`src/rtl/pas_pkg.sv`:
```
// pas_pkg: offsets, field positions, reset values and counts
// assumes: shared by the management engine and the register bank
package pas_pkg;
	// ****************************************
	// register offsets on the management bus
	// ****************************************
	localparam logic [4:0] REG_ERR_STAT = 5'h1c;
	localparam logic [4:0] REG_MODE = 5'h1d;
	localparam logic [4:0] REG_MPORT = 5'h1e;
	// ****************************************
	// error and general status fields
	// ****************************************
	localparam int ST_SWAP = 13;
	localparam int CT_FORCE_SWAP = 12;
	localparam int CT_AUTOX_DIS = 11;
	localparam int ST_MANCH = 10;
	localparam int ST_EOF = 9;
	localparam int ST_NEG_ON = 3;
	localparam int ST_FORCE = 2;
	localparam int ST_SPEED = 1;
	localparam int ST_FDX = 0;
	// ****************************************
	// mode and multi-port fields
	// ****************************************
	localparam int MD_LINK_DIS = 3;
	localparam int MD_IPG = 1;
	localparam int MP_HCD_HI = 15;
	localparam int MP_HCD_LO = 11;
	localparam int MP_RESTART = 8;
	localparam int MP_DONE = 7;
	localparam int MP_ACKC = 6;
	localparam int MP_ACKD = 5;
	localparam int MP_ABIL = 4;
	localparam int MP_ISO = 3;
	localparam int MP_SERIAL = 1;
	// ****************************************
	// reset values and frame counts
	// ****************************************
	localparam logic CTL_RST = 1'b0;
	localparam logic [4:0] HCD_RST = 5'h00;
	localparam logic [5:0] PRE_LEN = 6'h20;
	localparam logic [5:0] HDR_BITS = 6'h0d;
	localparam logic [5:0] DATA_BITS = 6'h10;
	localparam logic [1:0] OP_RD = 2'h2;
	localparam logic [1:0] OP_WR = 2'h1;
	localparam logic [2:0] IPG_MIN = 3'h1;
	localparam logic [2:0] IPG_MAX = 3'h4;
endpackage

```
`src/rtl/pas_mgmt_if.sv`:
```
// pas_mgmt_if: register requests from the serial engine to the bank
// assumes: one mclk domain, strobes are one-cycle pulses
`timescale 1ns/1ps
`default_nettype none
interface pas_mgmt_if;
	logic rd_stb;
	logic wr_stb;
	logic [4:0] addr;
	logic [15:0] wdata;
	logic [15:0] rdata;
	modport link(output rd_stb, output wr_stb, output addr, output wdata, input rdata);
	modport regs(input rd_stb, input wr_stb, input addr, input wdata, output rdata);
endinterface
`default_nettype wire

```
`src/rtl/pas_err_latch.sv`:
```
// pas_err_latch: latched-high error flags and the receive error strobe
// assumes: events are one-cycle pulses on mclk, already speed-qualified
`timescale 1ns/1ps
`default_nettype none
module pas_err_latch (
	input wire logic mclk,
	input wire logic reset,
	input wire logic [1:0] evt,
	input wire logic clr,
	output logic [1:0] flags,
	output logic rxer
);
	// ****************************************
	// flags
	// ****************************************
	genvar i;
	generate
		for (i = 0; i < 2; i++) begin : g_flag
			// set beats the read clear so no error slips by
			always_ff @(posedge mclk) begin
				if (reset)
					flags[i] <= 1'b0;
				else if (evt[i])
					flags[i] <= 1'b1;
				else if (clr)
					flags[i] <= 1'b0;
			end
			flag_hold_a: assert property (@(posedge mclk) disable iff (reset)
				flags[i] && !clr |=> flags[i]) else $error("error flag dropped");
			flag_set_a: assert property (@(posedge mclk) disable iff (reset)
				evt[i] |=> flags[i]) else $error("error flag missed");
		end
	endgenerate
	always_ff @(posedge mclk) begin
		if (reset)
			rxer <= 1'b0;
		else
			rxer <= |evt;
	end
	rxer_evt_a: assert property (@(posedge mclk) disable iff (reset)
		$rose(flags[0]) || $rose(flags[1]) |-> rxer) else $error("no rxer on error");
endmodule
`default_nettype wire

```
`src/rtl/pas_mdio_slave.sv`:
```
// pas_mdio_slave: serial management frame engine
// assumes: mdc and mdio already pass two flip-flops; mdc far slower than mclk
`timescale 1ns/1ps
`default_nettype none
module pas_mdio_slave (
	input wire logic mclk,
	input wire logic reset,
	input wire logic mdc_s,
	input wire logic mdio_s,
	input wire logic [4:0] port_addr,
	output logic mdio_out,
	output logic mdio_oe,
	pas_mgmt_if.link m
);
	typedef enum logic [1:0] {
		S_PRE = 2'b00,
		S_HDR = 2'b01,
		S_TA = 2'b11,
		S_DATA = 2'b10
	} pas_mdio_e;
	pas_mdio_e st;
	logic mdc_d;
	logic mdc_rise;
	logic [5:0] cnt;
	logic [11:0] hdr;
	logic [12:0] next_hdr;
	logic [15:0] shreg;
	logic is_rd;
	logic hit;
	assign mdc_rise = mdc_s & ~mdc_d;
	assign next_hdr = {hdr, mdio_s};
	assign hit = next_hdr[12] && next_hdr[9:5] == port_addr
		&& (next_hdr[11:10] == pas_pkg::OP_RD || next_hdr[11:10] == pas_pkg::OP_WR);
	// ****************************************
	// frame walk
	// ****************************************
	always_ff @(posedge mclk) begin
		if (reset) begin
			st <= S_PRE;
			mdc_d <= 1'b0;
			cnt <= 6'h00;
			hdr <= 12'h000;
			shreg <= 16'h0000;
			is_rd <= 1'b0;
			mdio_out <= 1'b0;
			mdio_oe <= 1'b0;
			m.rd_stb <= 1'b0;
			m.wr_stb <= 1'b0;
			m.addr <= 5'h00;
			m.wdata <= 16'h0000;
		end else begin
			mdc_d <= mdc_s;
			m.rd_stb <= 1'b0;
			m.wr_stb <= 1'b0;
			if (m.rd_stb)
				shreg <= m.rdata;
			if (mdc_rise) begin
				unique case (st)
					S_PRE: begin
						if (mdio_s)
							cnt <= (cnt == pas_pkg::PRE_LEN) ? cnt : cnt + 6'h01;
						else if (cnt == pas_pkg::PRE_LEN) begin
							st <= S_HDR;
							cnt <= 6'h00;
						end else
							cnt <= 6'h00;
					end
					S_HDR: begin
						hdr <= next_hdr[11:0];
						cnt <= cnt + 6'h01;
						if (cnt == pas_pkg::HDR_BITS - 6'h01) begin
							// frames for another port are let pass silently
							st <= hit ? S_TA : S_PRE;
							cnt <= 6'h00;
							is_rd <= next_hdr[11:10] == pas_pkg::OP_RD;
							m.addr <= next_hdr[4:0];
							m.rd_stb <= hit && next_hdr[11:10] == pas_pkg::OP_RD;
						end
					end
					S_TA: begin
						cnt <= cnt + 6'h01;
						if (cnt == 6'h00) begin
							mdio_oe <= is_rd;
							mdio_out <= 1'b0;
						end else begin
							st <= S_DATA;
							cnt <= 6'h00;
							mdio_out <= is_rd & shreg[15];
							if (is_rd)
								shreg <= {shreg[14:0], 1'b0};
						end
					end
					S_DATA: begin
						cnt <= cnt + 6'h01;
						if (is_rd) begin
							mdio_out <= shreg[15];
							shreg <= {shreg[14:0], 1'b0};
						end else
							shreg <= {shreg[14:0], mdio_s};
						if (cnt == pas_pkg::DATA_BITS - 6'h01) begin
							st <= S_PRE;
							cnt <= 6'h00;
							mdio_oe <= 1'b0;
							mdio_out <= 1'b0;
							m.wr_stb <= ~is_rd;
							m.wdata <= {shreg[14:0], mdio_s};
						end
					end
				endcase
			end
		end
	end
	drive_read_a: assert property (@(posedge mclk) disable iff (reset)
		mdio_oe |-> is_rd && st != S_PRE && st != S_HDR) else $error("drive outside read");
endmodule
`default_nettype wire

```
`src/rtl/pas_aux_regs.sv`:
```
// pas_aux_regs: auxiliary status and control bank of one transceiver port
// assumes: status inputs come from mclk logic; pins and mdc arrive unsynchronised
`timescale 1ns/1ps
`default_nettype none
// Contract
// - swap status reads actual pair swap
// - force swap bit, else auto crossover
// - disable bit turns off auto crossover
// - manchester violation sets flag at 10M
// - bad or missing end-of-frame sets flag at 10M
// - flags hold until read or reset
// - each flagged error pulses rxer
// - negotiation indication is control and pin
// - forced indication zero in two cases
// - speed bit shows real speed
// - duplex bit shows full duplex
// - mode bit disables link indicator
// - short gap inserts two idles
// - result bits report negotiated mode
// - restart bit self clears, zero ignored
// - done bit shows negotiation complete
// - ack complete and ack detected bits
// - ability bit shows waiting for partner
// - isolate bit enters super isolate
// - serial bit enables serial mode
// - super isolate quiets mii and pulses
// - serial mode only at 10M
// - result bits clear on restart
// - restart needs negotiation, reads zero
module pas_aux_regs (
	input wire logic mclk,
	input wire logic reset,
	input wire logic mdc,
	input wire logic mdio_in,
	output logic mdio_out,
	output logic mdio_oe,
	input wire logic [4:0] port_addr,
	input wire logic negotiation_enable_pin,
	input wire logic force_fast_speed_pin,
	input wire logic tx_clk,
	input wire logic tx_en,
	input wire logic ctl_neg_enable,
	input wire logic ctl_speed_select,
	input wire logic cross_detected,
	input wire logic speed_fast,
	input wire logic full_duplex,
	input wire logic manch_err_evt,
	input wire logic eof_err_evt,
	input wire logic link_up,
	input wire logic neg_done,
	input wire logic ack_done,
	input wire logic ack_seen,
	input wire logic ability_wait,
	input wire logic result_load,
	input wire logic [4:0] result_in,
	output logic pair_swap,
	output logic auto_cross_en,
	output logic rxer,
	output logic link_led,
	output logic insert_idles,
	output logic neg_restart,
	output logic super_isolate,
	output logic link_pulse_en,
	output logic serial_mode
);
	// ****************************************
	// pin synchronisers
	// ****************************************
	localparam int NPIN = 11;
	logic [NPIN-1:0] pin_s1;
	logic [NPIN-1:0] pin_s2;
	logic mdc_s;
	logic mdio_s;
	logic negotiation_enable_pin_s;
	logic force_fast_speed_pin_s;
	logic txc_s;
	logic txen_s;
	logic [4:0] addr_s;
	// only the second stage is read anywhere
	always_ff @(posedge mclk) begin
		if (reset) begin
			pin_s1 <= '0;
			pin_s2 <= '0;
		end else begin
			pin_s1 <= {port_addr, tx_en, tx_clk, force_fast_speed_pin,
				negotiation_enable_pin, mdio_in, mdc};
			pin_s2 <= pin_s1;
		end
	end
	assign mdc_s = pin_s2[0];
	assign mdio_s = pin_s2[1];
	assign negotiation_enable_pin_s = pin_s2[2];
	assign force_fast_speed_pin_s = pin_s2[3];
	assign txc_s = pin_s2[4];
	assign txen_s = pin_s2[5];
	assign addr_s = pin_s2[10:6];
	// ****************************************
	// management engine
	// ****************************************
	pas_mgmt_if mg ();
	pas_mdio_slave u_mdio (
		.mclk(mclk),
		.reset(reset),
		.mdc_s(mdc_s),
		.mdio_s(mdio_s),
		.port_addr(addr_s),
		.mdio_out(mdio_out),
		.mdio_oe(mdio_oe),
		.m(mg.link)
	);
	logic wr_err;
	logic wr_mode;
	logic wr_mport;
	logic rd_err;
	assign wr_err = mg.wr_stb && mg.addr == pas_pkg::REG_ERR_STAT;
	assign wr_mode = mg.wr_stb && mg.addr == pas_pkg::REG_MODE;
	assign wr_mport = mg.wr_stb && mg.addr == pas_pkg::REG_MPORT;
	assign rd_err = mg.rd_stb && mg.addr == pas_pkg::REG_ERR_STAT;
	// ****************************************
	// control bits
	// ****************************************
	logic ctl_swap;
	logic ctl_autox_dis;
	logic mode_link_dis;
	logic mode_ipg;
	logic mp_iso;
	logic mp_serial;
	always_ff @(posedge mclk) begin
		if (reset) begin
			ctl_swap <= pas_pkg::CTL_RST;
			ctl_autox_dis <= pas_pkg::CTL_RST;
		end else if (wr_err) begin
			ctl_swap <= mg.wdata[pas_pkg::CT_FORCE_SWAP];
			ctl_autox_dis <= mg.wdata[pas_pkg::CT_AUTOX_DIS];
		end
	end
	always_ff @(posedge mclk) begin
		if (reset) begin
			mode_link_dis <= pas_pkg::CTL_RST;
			mode_ipg <= pas_pkg::CTL_RST;
		end else if (wr_mode) begin
			mode_link_dis <= mg.wdata[pas_pkg::MD_LINK_DIS];
			mode_ipg <= mg.wdata[pas_pkg::MD_IPG];
		end
	end
	always_ff @(posedge mclk) begin
		if (reset) begin
			mp_iso <= pas_pkg::CTL_RST;
			mp_serial <= pas_pkg::CTL_RST;
		end else if (wr_mport) begin
			mp_iso <= mg.wdata[pas_pkg::MP_ISO];
			mp_serial <= mg.wdata[pas_pkg::MP_SERIAL];
		end
	end
	// ****************************************
	// negotiation indications and restart
	// ****************************************
	logic neg_on;
	logic force_ind;
	logic [4:0] hcd;
	assign neg_on = ctl_neg_enable & negotiation_enable_pin_s;
	// zero when both pins low or both control bits written low
	assign force_ind = ~((~negotiation_enable_pin_s & ~force_fast_speed_pin_s) | (~ctl_neg_enable & ~ctl_speed_select));
	// restart is a pulse, never stored, so it reads back zero
	always_ff @(posedge mclk) begin
		if (reset)
			neg_restart <= 1'b0;
		else
			neg_restart <= wr_mport & mg.wdata[pas_pkg::MP_RESTART] & neg_on;
	end
	always_ff @(posedge mclk) begin
		if (reset)
			hcd <= pas_pkg::HCD_RST;
		else if (neg_restart)
			hcd <= pas_pkg::HCD_RST;
		else if (result_load)
			hcd <= result_in;
	end
	// ****************************************
	// error flags
	// ****************************************
	logic [1:0] err_flags;
	logic [1:0] err_evt;
	// errors only mean anything at 10 Mb/s
	assign err_evt = {manch_err_evt, eof_err_evt} & {2{~speed_fast}};
	pas_err_latch u_err (
		.mclk(mclk),
		.reset(reset),
		.evt(err_evt),
		.clr(rd_err),
		.flags(err_flags),
		.rxer(rxer)
	);
	// ****************************************
	// port controls
	// ****************************************
	always_ff @(posedge mclk) begin
		if (reset) begin
			pair_swap <= 1'b0;
			auto_cross_en <= 1'b1;
			link_led <= 1'b0;
			super_isolate <= 1'b0;
			link_pulse_en <= 1'b1;
			serial_mode <= 1'b0;
		end else begin
			pair_swap <= ctl_swap | (~ctl_autox_dis & cross_detected);
			auto_cross_en <= ~ctl_autox_dis;
			link_led <= link_up & ~mode_link_dis;
			super_isolate <= mp_iso;
			link_pulse_en <= ~mp_iso;
			serial_mode <= mp_serial & ~speed_fast;
		end
	end
	// ****************************************
	// gap guard
	// ****************************************
	// sampled transmit clock: fine for 25 MHz, no use above mclk/4
	logic txc_d;
	logic txen_d;
	logic [2:0] gap;
	always_ff @(posedge mclk) begin
		if (reset) begin
			txc_d <= 1'b0;
			txen_d <= 1'b0;
			gap <= 3'h0;
			insert_idles <= 1'b0;
		end else begin
			txc_d <= txc_s;
			insert_idles <= 1'b0;
			if (txc_s & ~txc_d) begin
				txen_d <= txen_s;
				if (txen_s) begin
					insert_idles <= mode_ipg & ~txen_d
						& gap >= pas_pkg::IPG_MIN & gap <= pas_pkg::IPG_MAX;
					gap <= 3'h0;
				end else if (gap != 3'h7)
					gap <= gap + 3'h1;
			end
		end
	end
	// ****************************************
	// read data
	// ****************************************
	always_comb begin
		mg.rdata = 16'h0000;
		unique case (mg.addr)
			pas_pkg::REG_ERR_STAT: begin
				mg.rdata[pas_pkg::ST_SWAP] = pair_swap;
				mg.rdata[pas_pkg::CT_FORCE_SWAP] = ctl_swap;
				mg.rdata[pas_pkg::CT_AUTOX_DIS] = ctl_autox_dis;
				mg.rdata[pas_pkg::ST_MANCH] = err_flags[1];
				mg.rdata[pas_pkg::ST_EOF] = err_flags[0];
				mg.rdata[pas_pkg::ST_NEG_ON] = neg_on;
				mg.rdata[pas_pkg::ST_FORCE] = force_ind;
				mg.rdata[pas_pkg::ST_SPEED] = speed_fast;
				mg.rdata[pas_pkg::ST_FDX] = full_duplex;
			end
			pas_pkg::REG_MODE: begin
				mg.rdata[pas_pkg::MD_LINK_DIS] = mode_link_dis;
				mg.rdata[pas_pkg::MD_IPG] = mode_ipg;
			end
			pas_pkg::REG_MPORT: begin
				mg.rdata[pas_pkg::MP_HCD_HI:pas_pkg::MP_HCD_LO] = hcd;
				mg.rdata[pas_pkg::MP_DONE] = neg_done;
				mg.rdata[pas_pkg::MP_ACKC] = ack_done;
				mg.rdata[pas_pkg::MP_ACKD] = ack_seen;
				mg.rdata[pas_pkg::MP_ABIL] = ability_wait;
				mg.rdata[pas_pkg::MP_ISO] = mp_iso;
				mg.rdata[pas_pkg::MP_SERIAL] = mp_serial;
			end
			default: mg.rdata = 16'h0000;
		endcase
	end
	// ****************************************
	// checks
	// ****************************************
	swap_status_a: assert property (@(posedge mclk) disable iff (reset)
		##1 pair_swap == $past(ctl_swap | (~ctl_autox_dis & cross_detected)))
		else $error("swap status wrong");
	force_swap_a: assert property (@(posedge mclk) disable iff (reset)
		ctl_swap |=> pair_swap) else $error("forced swap not applied");
	autox_off_a: assert property (@(posedge mclk) disable iff (reset)
		!ctl_swap && ctl_autox_dis |=> !pair_swap && !auto_cross_en)
		else $error("auto crossover not disabled");
	fast_no_err_a: assert property (@(posedge mclk) disable iff (reset)
		speed_fast && !rd_err && err_flags == 2'b00 |=> err_flags == 2'b00)
		else $error("error flag set at 100M");
	neg_ind_a: assert property (@(posedge mclk) disable iff (reset)
		mg.addr == pas_pkg::REG_ERR_STAT |->
		mg.rdata[pas_pkg::ST_NEG_ON] == (ctl_neg_enable && negotiation_enable_pin_s))
		else $error("negotiation indication wrong");
	force_ind_a: assert property (@(posedge mclk) disable iff (reset)
		!ctl_neg_enable && !ctl_speed_select |-> !force_ind)
		else $error("forced indication not zero");
	led_off_a: assert property (@(posedge mclk) disable iff (reset)
		mode_link_dis |=> !link_led) else $error("link indicator not disabled");
	idle_ins_a: assert property (@(posedge mclk) disable iff (reset)
		insert_idles |-> mode_ipg && gap == 3'h0 && txen_d)
		else $error("idle insert without short gap");
	restart_pulse_a: assert property (@(posedge mclk) disable iff (reset)
		neg_restart |=> !neg_restart) else $error("restart not self clearing");
	restart_gate_a: assert property (@(posedge mclk) disable iff (reset)
		neg_restart |-> $past(neg_on) && mg.rdata[pas_pkg::MP_RESTART] == 1'b0)
		else $error("restart while negotiation off");
	hcd_clear_a: assert property (@(posedge mclk) disable iff (reset)
		neg_restart |=> hcd == pas_pkg::HCD_RST) else $error("result bits not cleared");
	iso_quiet_a: assert property (@(posedge mclk) disable iff (reset)
		mp_iso |=> super_isolate && !link_pulse_en) else $error("isolate not applied");
	serial_slow_a: assert property (@(posedge mclk) disable iff (reset)
		speed_fast |=> !serial_mode) else $error("serial mode at 100M");
	serial_on_a: assert property (@(posedge mclk) disable iff (reset)
		mp_serial && !speed_fast |=> serial_mode) else $error("serial mode not enabled");
	speed_ind_a: assert property (@(posedge mclk) disable iff (reset)
		mg.addr == pas_pkg::REG_ERR_STAT |-> mg.rdata[pas_pkg::ST_SPEED] == speed_fast)
		else $error("speed indication wrong");
	duplex_ind_a: assert property (@(posedge mclk) disable iff (reset)
		mg.addr == pas_pkg::REG_ERR_STAT |-> mg.rdata[pas_pkg::ST_FDX] == full_duplex)
		else $error("duplex indication wrong");
	result_load_a: assert property (@(posedge mclk) disable iff (reset)
		result_load && !neg_restart |=> hcd == $past(result_in))
		else $error("result bits not loaded");
	progress_bits_a: assert property (@(posedge mclk) disable iff (reset)
		mg.addr == pas_pkg::REG_MPORT |-> mg.rdata[pas_pkg::MP_DONE] == neg_done
		&& mg.rdata[pas_pkg::MP_ABIL] == ability_wait)
		else $error("progress bits wrong");
endmodule
`default_nettype wire

```
`config.mk`:
```
export PLATFORM = sky130hd
export DESIGN_NAME = pas_aux_regs
export DESIGN_NICKNAME = d
export VERILOG_FILES = /design/src/rtl/pas_pkg.sv /design/src/rtl/pas_mgmt_if.sv /design/src/rtl/pas_err_latch.sv /design/src/rtl/pas_mdio_slave.sv /design/src/rtl/pas_aux_regs.sv
export SDC_FILE = /design/constraint.sdc
export NUM_CORES = 1
export LEC_CHECK = 0
export ABC_AREA = 1
export BUFFER_PORTS_ARGS = -buffer_cell sky130_fd_sc_hd__clkbuf_2
export CAP_MARGIN = 40
export CORE_MARGIN = 1.5
export CORE_UTILIZATION = 30
export DETAILED_ROUTE_END_ITERATION = 8
export PLACE_DENSITY_LB_ADDON = 0.25
export SETUP_SLACK_MARGIN = 0.1
export SLEW_MARGIN = 30
export SYNTH_ARGS = -nofsm -noshare
export SYNTH_HDL_FRONTEND = slang
export SYNTH_HIERARCHICAL = 1
export SYNTH_SLANG_ARGS = --single-unit
```
`constraint.sdc`:
```
create_clock -name mclk -period 2.8 [get_ports mclk]
set_input_delay 0.42 -clock mclk [delete_from_list [all_inputs] [get_ports mclk]]
set_output_delay 0.42 -clock mclk [all_outputs]
set_load 0.05 [all_outputs]
```
== After elaboration in Yosys (flattened, before gate mapping) ==
Cells that the tools add are included.
Word-level totals
  bits of input ports: 31
  output and inout bits: 11
  bits in registers: 109
Operators by class
  bitwise gates (word level): 37
  add/subtract/negate cells: 2
  magnitude comparators: 2
  reductions and logical operators: 27
  mux-type cells: 39
  equality and inequality tests: 21
Operator list (number)
  $mux W16: 4
  $pmux W16 S2: 1
  $mux W6: 5
  $pmux W6 S4: 1
  $not A1 Y1: 20
  $mux W2: 8
  $eq A5 B5 Y1 const B: 3
  $and A1 B1 Y1: 14
  $eq A6 B4 Y1 const B: 2
  $mux W1: 11
  $reduce_and A3 Y1: 3
  $ne A2 B1 Y1 const B: 4
  $pmux W2 S4: 1
  $reduce_bool A2 Y1: 4
  $reduce_or A4 Y1: 2
  $logic_and A1 B1 Y1: 7
  $add A6 B1 Y6 const B: 1
  $eq A2 B2 Y1 const B: 3
  $eq A6 B6 Y1 const B: 1
  $logic_not A6 Y1: 1
  $mux W3: 2
  $ne A3 B3 Y1 const B: 2
  $pmux W1 S3: 2
  $pmux W3 S2: 1
  other kinds (18): 25

== Logic depth before layout (Yosys ltp) ==
Gate-level depths: netlist of run 1.
  depth in word-level cells: 10
  mapped depth: 11
  mapped depth without buffers: 11

== Modules after synthesis ==
Netlist of run 1, hierarchy kept.
Modules (own cells, without submodules)
  pas_mdio_slave: area an instance 2949.1 sq um, cells each 395, instances 1, sequential area each 1261.2 sq um
  pas_aux_regs: area an instance 1876.8 sq um, cells each 251, instances 1, sequential area each 920.9 sq um
  pas_err_latch: area an instance 93.8 sq um, cells each 11, instances 1, sequential area each 60.1 sq um

== Worst setup path after synthesis of run 1 ==
OpenSTA, ideal clock, no wires.
  path kind: register to register
  from: register u_mdio.cnt[0]
  to: register u_mdio.shreg[7]
  path buffers: 1
  setup time: 0.132 ns
  data arrival time: 1.372 ns
  setup slack: 1.296 ns
  stages on the path, launching flop included: 12
  period minus slack after synthesis: 1.504 ns
  data required time: 2.668 ns
  cell sequence: dfxtp_1 inv_1 ha_1 nand2_1 inv_1 nand2_1 nand2_1 nand2_2 nand2_4 buf_6 o211ai_1 a21oi_1
On the way
  word-level cells in the longest chain between the ends: 4
Ends and longest elaborated chain
  start: declaration: line pas_mdio_slave.sv:24  | logic [5:0] cnt;
  start signal: assignment: line pas_mdio_slave.sv:61  | cnt <= (cnt == pas_pkg::PRE_LEN) ? cnt : cnt + 6'h01;
  start signal: assignment: line pas_mdio_slave.sv:70  | cnt <= cnt + 6'h01;
  start signal: assignment: line pas_mdio_slave.sv:81  | cnt <= cnt + 6'h01;
  $logic_not A6 Y1: line pas_mdio_slave.sv:82  | if (cnt == 6'h00) begin
  $mux W16: line pas_mdio_slave.sv:82
  $pmux W16 S2: line pas_mdio_slave.sv:58  | unique case (st)
  $mux W16: line pas_mdio_slave.sv:57  | if (mdc_rise) begin
  end signal: assignment: line pas_mdio_slave.sv:56  | shreg <= m.rdata;
  end signal: assignment: line pas_mdio_slave.sv:90  | shreg <= {shreg[14:0], 1'b0};
  end signal: assignment: line pas_mdio_slave.sv:97  | shreg <= {shreg[14:0], 1'b0};
  end: declaration: line pas_mdio_slave.sv:27  | logic [15:0] shreg;
No other way between the ends.
A chain may end at the register's enable or synchronous reset.

== Final worst setup path of run 1 ==
  from: register u_mdio.cnt[0]
  to: register u_mdio.shreg[1]
Same word-level chain as after synthesis.

==> metrics, run 1 <==
routed wire length 9290 um; Syn Std Cell Area 4560 um2; initial antenna violation count 0; vias in the first global route 3,541; final setup violation count 0; Pre-antenna DRT Iters 4; clock buffer depth 2; syn nets 656; Top Family by Delay on Critical Path simple AND/OR/NAND/NOR gates; Setup WS post-layout ~980 ps; area of the multi-input gates 1940 um2; DIE WIDTH 126 um; RSZ-0062 raised after global routing no; DRC viols 0; worst hold slack around 260 ps; WP data required 3010 ps; Slew Limit Fails 0; register area a little over 2000 um2; slowest stage delay, CP 390 ps; Core Box Area 14,700 um2; average size of a mapped cell around 7.4 um2; Skew-Pair Late Insertion Delay 340 ps; number of max-cap violations 0; final period utilization 0.649; Most common cell on crit path nand2_1; Leakage 2.22 nW; share of layout cells above drive strength 1 0.154; Post-CTS Resized 0; postcts setup bufs 0; crit end category flop; Nets approximately 700; pre-CTS WS 988 ps; HP Class input pin to flop; crit path buf inv count 2; io pins 42; DR vias 3,747; Crit Path Max Fanout 16; skew final 7.08 ps; grt ovf 0; Detailed Place HPWL approximately 6800 um; slowest cell on the critical path dfxtp_1; Syn-to-layout area delta 14.6%; fmax 0.550 GHz; Clock transition at path regs 60 ps; YS warnings 6; min cycle time layout 1820 ps; Arr. time, crit path a little over 2000 ps; final-report hold violation count 0; setup tns final 0 ps; die area 16,000 um2; Worst Max-Slew Pin Slew 684 ps; Root Driver clkbuf_16; Slew headroom 0.544; largest net degree at the start of global routing 36; Die Span Y 126 um; DP Cell Count 825; Synth Instances 618; TritonCTS clock tree built; CP Class flop to flop; CP Launch Type flop; first-pass GRT wire length 16,100 um; # diodes 0; status finished clean; Final ANT Viol Nets 0; CTS sink count 101; H-Tree Level Count 3; starting density of the core 0.310; final core occ 0.356; WL per Instance around 11 um; hold buffers post-CTS 0; cell row count 44; crit path cell chain inv_1, ha_1, nand2_1, inv_1, nand2_1, nand2_1, nand2_2, nand2_4, o211ai_1, a21oi_1; Placer Congestion between 0.7 and 0.8; IO Port Bufs a little over 40; PD cells 565 nW/um2; GRT Total Usage 0.125; fill cell count 1,550; post-DR vias/cell 4.46; Num CTS Buffers 9; final std cells w/o fill around 840; Iter 0 DRT Violations 214; Worst IR Drop VDD 0.294 mV
[cells in the final DEF, fill, tap and decap left out, types with 3 or more instances in the layout]
cell type and count:
nor2_2 3, dfxtp_1 101, o21ai_0 35, nor3_1 6, nand2_1 94, clkbuf_16 9, clkbuf_2 41, nand2_4 4
a211oi_2 4, inv_2 9, ha_1 7, a21oi_1 45, o211ai_1 11, nor2_1 81, nor2_4 5, inv_1 111
nand3_1 35, nand2_2 4, nand4_1 16
[sequential cells by signal, indices dropped and copies added, names as in the netlist, 2 cells and up]
name and cells:
gap 3, hcd 5, pin_s1 11, pin_s2 11, u_err/flags 2, u_mdio/cnt 6
u_mdio/hdr 12, u_mdio/m.addr 5, u_mdio/m.wdata 5, u_mdio/shreg 16, u_mdio/st 2
[worst reg2reg max path: cells and delay by family (launching register included)]
family	cells	cell delay [ps]
compound gates	2	230
fa+ha+maj	1	210
buf+inv	2	140
flops	1	390
simple gates	5	710
[through the flow]
step                power (W)  cell area, um2
global placement      0.00162            4880
detailed placement    0.00163            4890
global route          0.00308            5230
floorplan             0.00158            4560
finish                0.00295            5230
CTS                   0.00300            5230
[path summary, 6_finish.rpt]
kind | from | slack, ps | to | depth (start not counted)
setup / recovery | u_mdio/cnt[0] | 980 | u_mdio/shreg[1] | 10
hold / removal | port_addr[4] | 260 | pin_s1[10] | 3
setup reg to reg | u_mdio/cnt[0] | 980 | u_mdio/shreg[1] | 10
hold reg to reg | pin_s1[2] | 400 | pin_s2[2] | 2
[per-layer routing]
metal	GRT usage	routed length (um)
met1	0.165	4760
met2	0.192	4100
met3	0.0333	296
met4	0.0534	137
met5	0	0
[power by group]
| group | total (W) | switching [W] | internal, W |
|---|---|---|---|
| registers | 0.00147 | 0.0000106 | 0.00146 |
| logic | 0.000118 | 0.0000761 | 0.0000420 |
| clock network | 0.00136 | 0.000530 | 0.000833 |
[layout make-up]
| type | count | share of cell area |
|---|---|---|
| clock buffers | 11 | 0.0483 |
| clock inverters | 5 | 0.0156 |
| inverters | 122 | 0.0895 |
| multi-input cells | 374 | 0.372 |
| flip-flops and latches | 101 | 0.387 |
| well taps | 184 | 0.0440 |
| repair buffers | 44 | 0.0443 |
Note: power is estimated with default switching activity, not from simulation.
==> run 2: changes to the inputs <==
==> constraint.sdc (replaced) <==
create_clock -name mclk -period 1.47 [get_ports mclk]
set_input_delay 0.2205 -clock mclk [delete_from_list [all_inputs] [get_ports mclk]]
set_output_delay 0.2205 -clock mclk [all_outputs]
set_load 0.05 [all_outputs]
==> run 2 against run 1 <==
Compared with the run above:
- utilization grew 4.3 points
- critical path type unchanged
- design area is 12% higher
- highest routed layer unchanged
- worst hold slack lost 200 ps
- non-clock buffer count up 32
- fmax rose by 30%
==> metrics, run 2 (synthesis gave the netlist of run 1 again) <==
WL per Instance 11.4 um (+3.0%); Placer Congestion 0.831 (+4.1%); grt ovf 0 (unchanged); DP Cell Count 838 (+1.6%); routed wire length 9950 um (+7.1%); top flop regs u_mdio/shreg: 16 flops, u_mdio/hdr: 12 flops; largest net degree at the start of global routing 34 (-5.6%); Root Driver clkbuf_16; PD cells 981 nW/um2 (+74%); IO Port Bufs 41 (unchanged); crit path cell chain inv_4, ha_4, nand2_4, inv_4, nand2_4, nand2_4, nand2_8, buf_8, nand3_1, a21oi_1; CP Class flop to flop; final setup violation count 0 (unchanged); number of max-cap violations 0 (unchanged); CTS sink count 101 (unchanged); CP Launch Type flop; status finished clean; slowest cell on the critical path dfxtp_4; # diodes 0 (unchanged); crit end category flop; final period utilization 0.953 (+0.304); Die Span Y 126 um (unchanged); WP data required 1740 ps (-1270 ps); Top reg by flops u_mdio/shreg; Nets 723 (+4.8%); share of layout cells above drive strength 1 0.275 (+0.122); most frequent cells in the layout inv_1 (104), dfxtp_1 (89), nand2_1 (85); Slew Limit Fails 0 (unchanged); die area 16,000 um2 (unchanged); Worst IR Drop VDD 0.866 mV (+190%); min cycle time layout 1400 ps (-417 ps); Leakage 2.52 nW (+14%); Syn-to-layout area delta 28.5%; Final ANT Viol Nets 0 (unchanged); Most common cell on crit path nand2_4; Pre-antenna DRT Iters 4 (unchanged); skew final 7.57 ps (+0.492 ps); DIE WIDTH 126 um (unchanged); Num CTS Buffers 9 (unchanged); Skew-Pair Late Insertion Delay 350 ps (about the same); final std cells w/o fill 874 (+3.9%); worst hold slack 57.5 ps (-205 ps); Arr. time, crit path 1680 ps (-350 ps); hold buffers post-CTS 0 (unchanged); HP Class input pin to flop; starting density of the core 0.310 (unchanged); first-pass GRT wire length 16,800 um (+4.5%); io pins 42 (unchanged); fill cell count 1,484 (-4.3%); commonest non-fill, non-tap cell in the layout inv_1; Clock transition at path regs 70 ps (about the same); pre-CTS WS -142 ps (-1130 ps); clock buffer depth 2 (unchanged); GRT Total Usage 0.130 (+0.00507); initial antenna violation count 0 (unchanged); Detailed Place HPWL 6870 um (+1.6%); final-report hold violation count 0 (unchanged); Core Box Area 14,700 um2 (unchanged); RSZ-0062 raised after global routing yes; Setup WS post-layout 69.0 ps (-913 ps); slowest stage delay, CP 380 ps (about the same); fmax 0.714 GHz (+30%); Iter 0 DRT Violations 176 (-18%); vias in the first global route 3,721 (+5.1%); Crit Path Max Fanout 7 (-9); DR vias 3,938 (+5.1%); H-Tree Level Count 3 (unchanged); post-DR vias/cell 4.51 (+1.1%); max FFs per register 16 (unchanged); TritonCTS clock tree built; cell row count 44 (unchanged); DRC viols 0 (unchanged)
## run 2: cell types whose count changed in the layout (fill, tap and decap cells not counted), sizes merged
cell / previous run / this run
buf: 3 / 35
bufinv: 2 / 3
clkbuf: 52 / 51
clkinv: 2 / 3
clkinvlp: 1 / 2
inv: 122 / 120
nand2: 102 / 103
## run 2: critical path, delay by kind of cell, from the launching register on
family / cells / cell delay [ps]
fa+ha+maj: 1 / 170
compound gates: 1 / 140
flops: 1 / 380
buf+inv: 3 / 220
simple gates: 5 / 410
## run 2: per-layer routing
metal | track usage | part of all wire
met5 | 0 | 0
met4 | 0.0426 | 0.013
met3 | 0.0367 | 0.038
met2 | 0.208 | 0.48
met1 | 0.169 | 0.47
## run 2: cell type report
type	count	area, um2	area share
well taps	184	230	0.0392
clock buffers	10	229	0.0390
clock inverters	6	111	0.0190
repair buffers	76	552	0.0941
flip-flops and latches	101	2050	0.349
multi-input cells	375	2210	0.376
inverters	122	489	0.0834
## run 2: metrics by stage
stage	utilization	total power, W	TNS, ps	area (um2)
6_report	0.399	0.00575	0	5870
5_1_grt	0.399	0.00598	-34.6	5870
4_1_cts	0.378	0.00582	0	5550
3_5_place_dp	0.343	0.00311	-385	5050
3_3_place_gp	0.343	0.00310	-118	5050
2_1_floorplan	-	0.00301	0	4580
## run 2: path summary, 6_finish.rpt
path	from	endpoint	slack, ps	cells past startpoint
setup / recovery	u_mdio/cnt[0]	u_mdio/shreg[14]	70	10
hold / removal	tx_clk	pin_s1[4]	60	3
setup reg to reg	u_mdio/cnt[0]	u_mdio/shreg[14]	70	10
hold reg to reg	ctl_autox_dis	auto_cross_en	400	1
## run 2: power by group
group / switching (W) / leakage [nW] / total (W) / internal, W
clock: 0.00103 / 0.163 / 0.00269 / 0.00166
sequential: 0.0000208 / 0.828 / 0.00280 / 0.00278
combinational: 0.000160 / 1.53 / 0.000263 / 0.000102
## run 2: repair_timing
action	4_1_cts	5_1_grt
pin swaps	7	37
endpoints found under the hold margin	0	0
buffers inserted	5	13
gates resized for setup	26	71
endpoints found under the setup margin	41	47
cloned	2	0
==> run 3: changes to the inputs <==
==> constraint.sdc (replaced) <==
create_clock -name mclk -period 1.6 [get_ports mclk]
set_input_delay 0.24 -clock mclk [delete_from_list [all_inputs] [get_ports mclk]]
set_output_delay 0.24 -clock mclk [all_outputs]
set_load 0.05 [all_outputs]
==> run 3 against run 2 <==
Compared with the run above:
- clock-buffer cell count decreased by 1
- combinational power decreased by 17%
- sequential power decreased by 8.2%
- sequential share of layout area increased by 1.4 points
- global-route usage decreased by 0.12 points
- clock power decreased by 7.8%
- critical path depth increased by 1
- largest cell class unchanged
==> metrics, run 3 (synthesis gave the netlist of run 1 again) <==
# diodes 0 (unchanged); HP Class input pin to flop; switching power 0.00111 W (-8.3%); Worst IR Drop VDD 0.589 mV (-32%); die area 16,000 um2 (unchanged); Skew-Pair Late Insertion Delay 350 ps (about the same); IO Port Bufs 41 (unchanged); final setup violation count 0 (unchanged); sequential power share 0.488 (+0.002); worst hold slack 75.3 ps (+17.8 ps); Top reg by flops u_mdio/shreg; power share of the combinational group 0.042 (-0.004); Slew Limit Fails 0 (unchanged); WL per Instance 11.4 um (about the same); Pre-antenna DRT Iters 4 (unchanged); fmax 0.700 GHz (-2.0%); commonest non-fill, non-tap cell in the layout inv_1; TritonCTS clock tree built; CTS sink count 101 (unchanged); Clock Power Share 0.470 (+0.002); crit end category flop; clock buffer depth 2 (unchanged); Nets 711 (-1.7%); cell row count 44 (unchanged); max FFs per register 16 (unchanged); WP data required 1880 ps (+140 ps); final-report hold violation count 0 (unchanged); Crit Path Max Fanout 7 (unchanged); Num CTS Buffers 9 (unchanged); final period utilization 0.893 (-0.0598); Clock transition at path regs 70 ps (about the same); Iter 0 DRT Violations 193 (+9.7%); sw frac 0.211 (+0.000342); Final ANT Viol Nets 0 (unchanged); Core Box Area 14,700 um2 (unchanged); post-DR vias/cell 4.55 (+0.99%); DR vias 3,918 (-0.51%); Arr. time, crit path 1710 ps (+30 ps); Syn-to-layout area delta 23.1%; top flop regs u_mdio/shreg: 16 flops, u_mdio/hdr: 12 flops; Leakage 2.39 nW (-5.0%); starting density of the core 0.310 (unchanged); share of layout cells above drive strength 1 0.230 (-0.0449); GRT Total Usage 0.129 (-0.00116); largest net degree at the start of global routing 34 (unchanged); H-Tree Level Count 3 (unchanged); routed wire length 9810 um (-1.4%); Die Span Y 126 um (unchanged); Detailed Place HPWL 6920 um (+0.71%); CP Class flop to flop; skew final 11.1 ps (+3.51 ps); P_int 0.00416 W (-8.5%); status finished clean; number of max-cap violations 0 (unchanged); DRC viols 0 (unchanged); PD cells 938 nW/um2 (-4.4%); RSZ-0062 raised after global routing yes; first-pass GRT wire length 16,800 um (-0.25%); DIE WIDTH 126 um (unchanged); initial antenna violation count 0 (unchanged); Root Driver clkbuf_16; most frequent cells in the layout inv_1 (106), dfxtp_1 (91), nand2_1 (88); setup tns final 0 ps (unchanged); vias in the first global route 3,679 (-1.1%); hold buffers post-CTS 0 (unchanged); io pins 42 (unchanged); grt ovf 0 (unchanged); CP Launch Type flop; Placer Congestion 0.825 (-0.73%); min cycle time layout 1430 ps (+28.2 ps)
[run 3: cell types whose count changed in the layout (fill, tap and decap cells not counted), sizes merged]
cell / previous run / this run
inv: 120 / 121
bufbuf: 0 / 1
clkinvlp: 2 / 0
buf: 35 / 22
clkbuf: 51 / 50
clkinv: 3 / 4
[run 3: worst max-delay path: stages, from the launching register on]
cell and delay [ps]:
dfxtp_4 370, inv_4 40, ha_4 160, nand2_4 80, inv_4 40, nand2_4 70
nand2_4 60, nand2_4 80, buf_12 120, buf_8 120, nand3_1 90, a21oi_2 140
[run 3: area by class of cell]
type	count	area, um2
fill	1501	9080
inverter	122	475
tap	184	230
timing repair buffer	64	443
clock buffer	9	225
sequential	101	2040
multi-input combinational	375	2090
clock inverter	6	113
[run 3: timing repair]
item                                    CTS  global route
buffers inserted                          3             6
cloned                                    1             1
endpoints found under the setup margin   17            36
resized for setup                         7            51
pin swaps                                 1            16
[run 3: metrics by stage]
step / cell area, um2 / total power [W] / util / std cells / worst slack (ps)
after floorplan: 4560 / 0.00277 / - / 618 / 132
after global placement: 4980 / 0.00284 / 0.339 / 835 / 98.2
after detailed placement: 4980 / 0.00285 / 0.339 / 835 / 46.9
after CTS: 5420 / 0.00534 / 0.368 / 854 / 77.4
after global routing: 5620 / 0.00549 / 0.382 / 861 / 49.1
final: 5620 / 0.00527 / 0.382 / 861 / 171
[run 3: power groups by stage]
| stage | sequential, W | combinational, W | clock [W] |
|---|---|---|---|
| after floorplan | 0.00264 | 0.000122 | 0 |
| after global placement | 0.00263 | 0.000209 | 0 |
| after detailed placement | 0.00263 | 0.000214 | 0 |
| after CTS | 0.00257 | 0.000216 | 0.00254 |
| after global routing | 0.00258 | 0.000252 | 0.00266 |
| final | 0.00257 | 0.000219 | 0.00248 |
[run 3: path summary, 6_finish.rpt]
| check | startpoint | to | slack (ps) | cells past startpoint |
|---|---|---|---|---|
| hold reg to reg | ctl_autox_dis | auto_cross_en | 400 | 1 |
| hold / removal | negotiation_enable_pin | pin_s1[2] | 80 | 3 |
| setup reg to reg | u_mdio/cnt[1] | u_mdio/shreg[12] | 170 | 11 |
| setup / recovery | u_mdio/cnt[1] | u_mdio/shreg[12] | 170 | 11 |
[run 3: metal layers]
| layer | GRT usage | share of wire | up-vias |
|---|---|---|---|
| li1 | - | - | 2059 |
| met1 | 0.173 | 0.50 | 1785 |
| met2 | 0.201 | 0.45 | 62 |
| met3 | 0.0228 | 0.033 | 12 |
| met4 | 0.0622 | 0.018 | 0 |
| met5 | 0 | 0 | - |
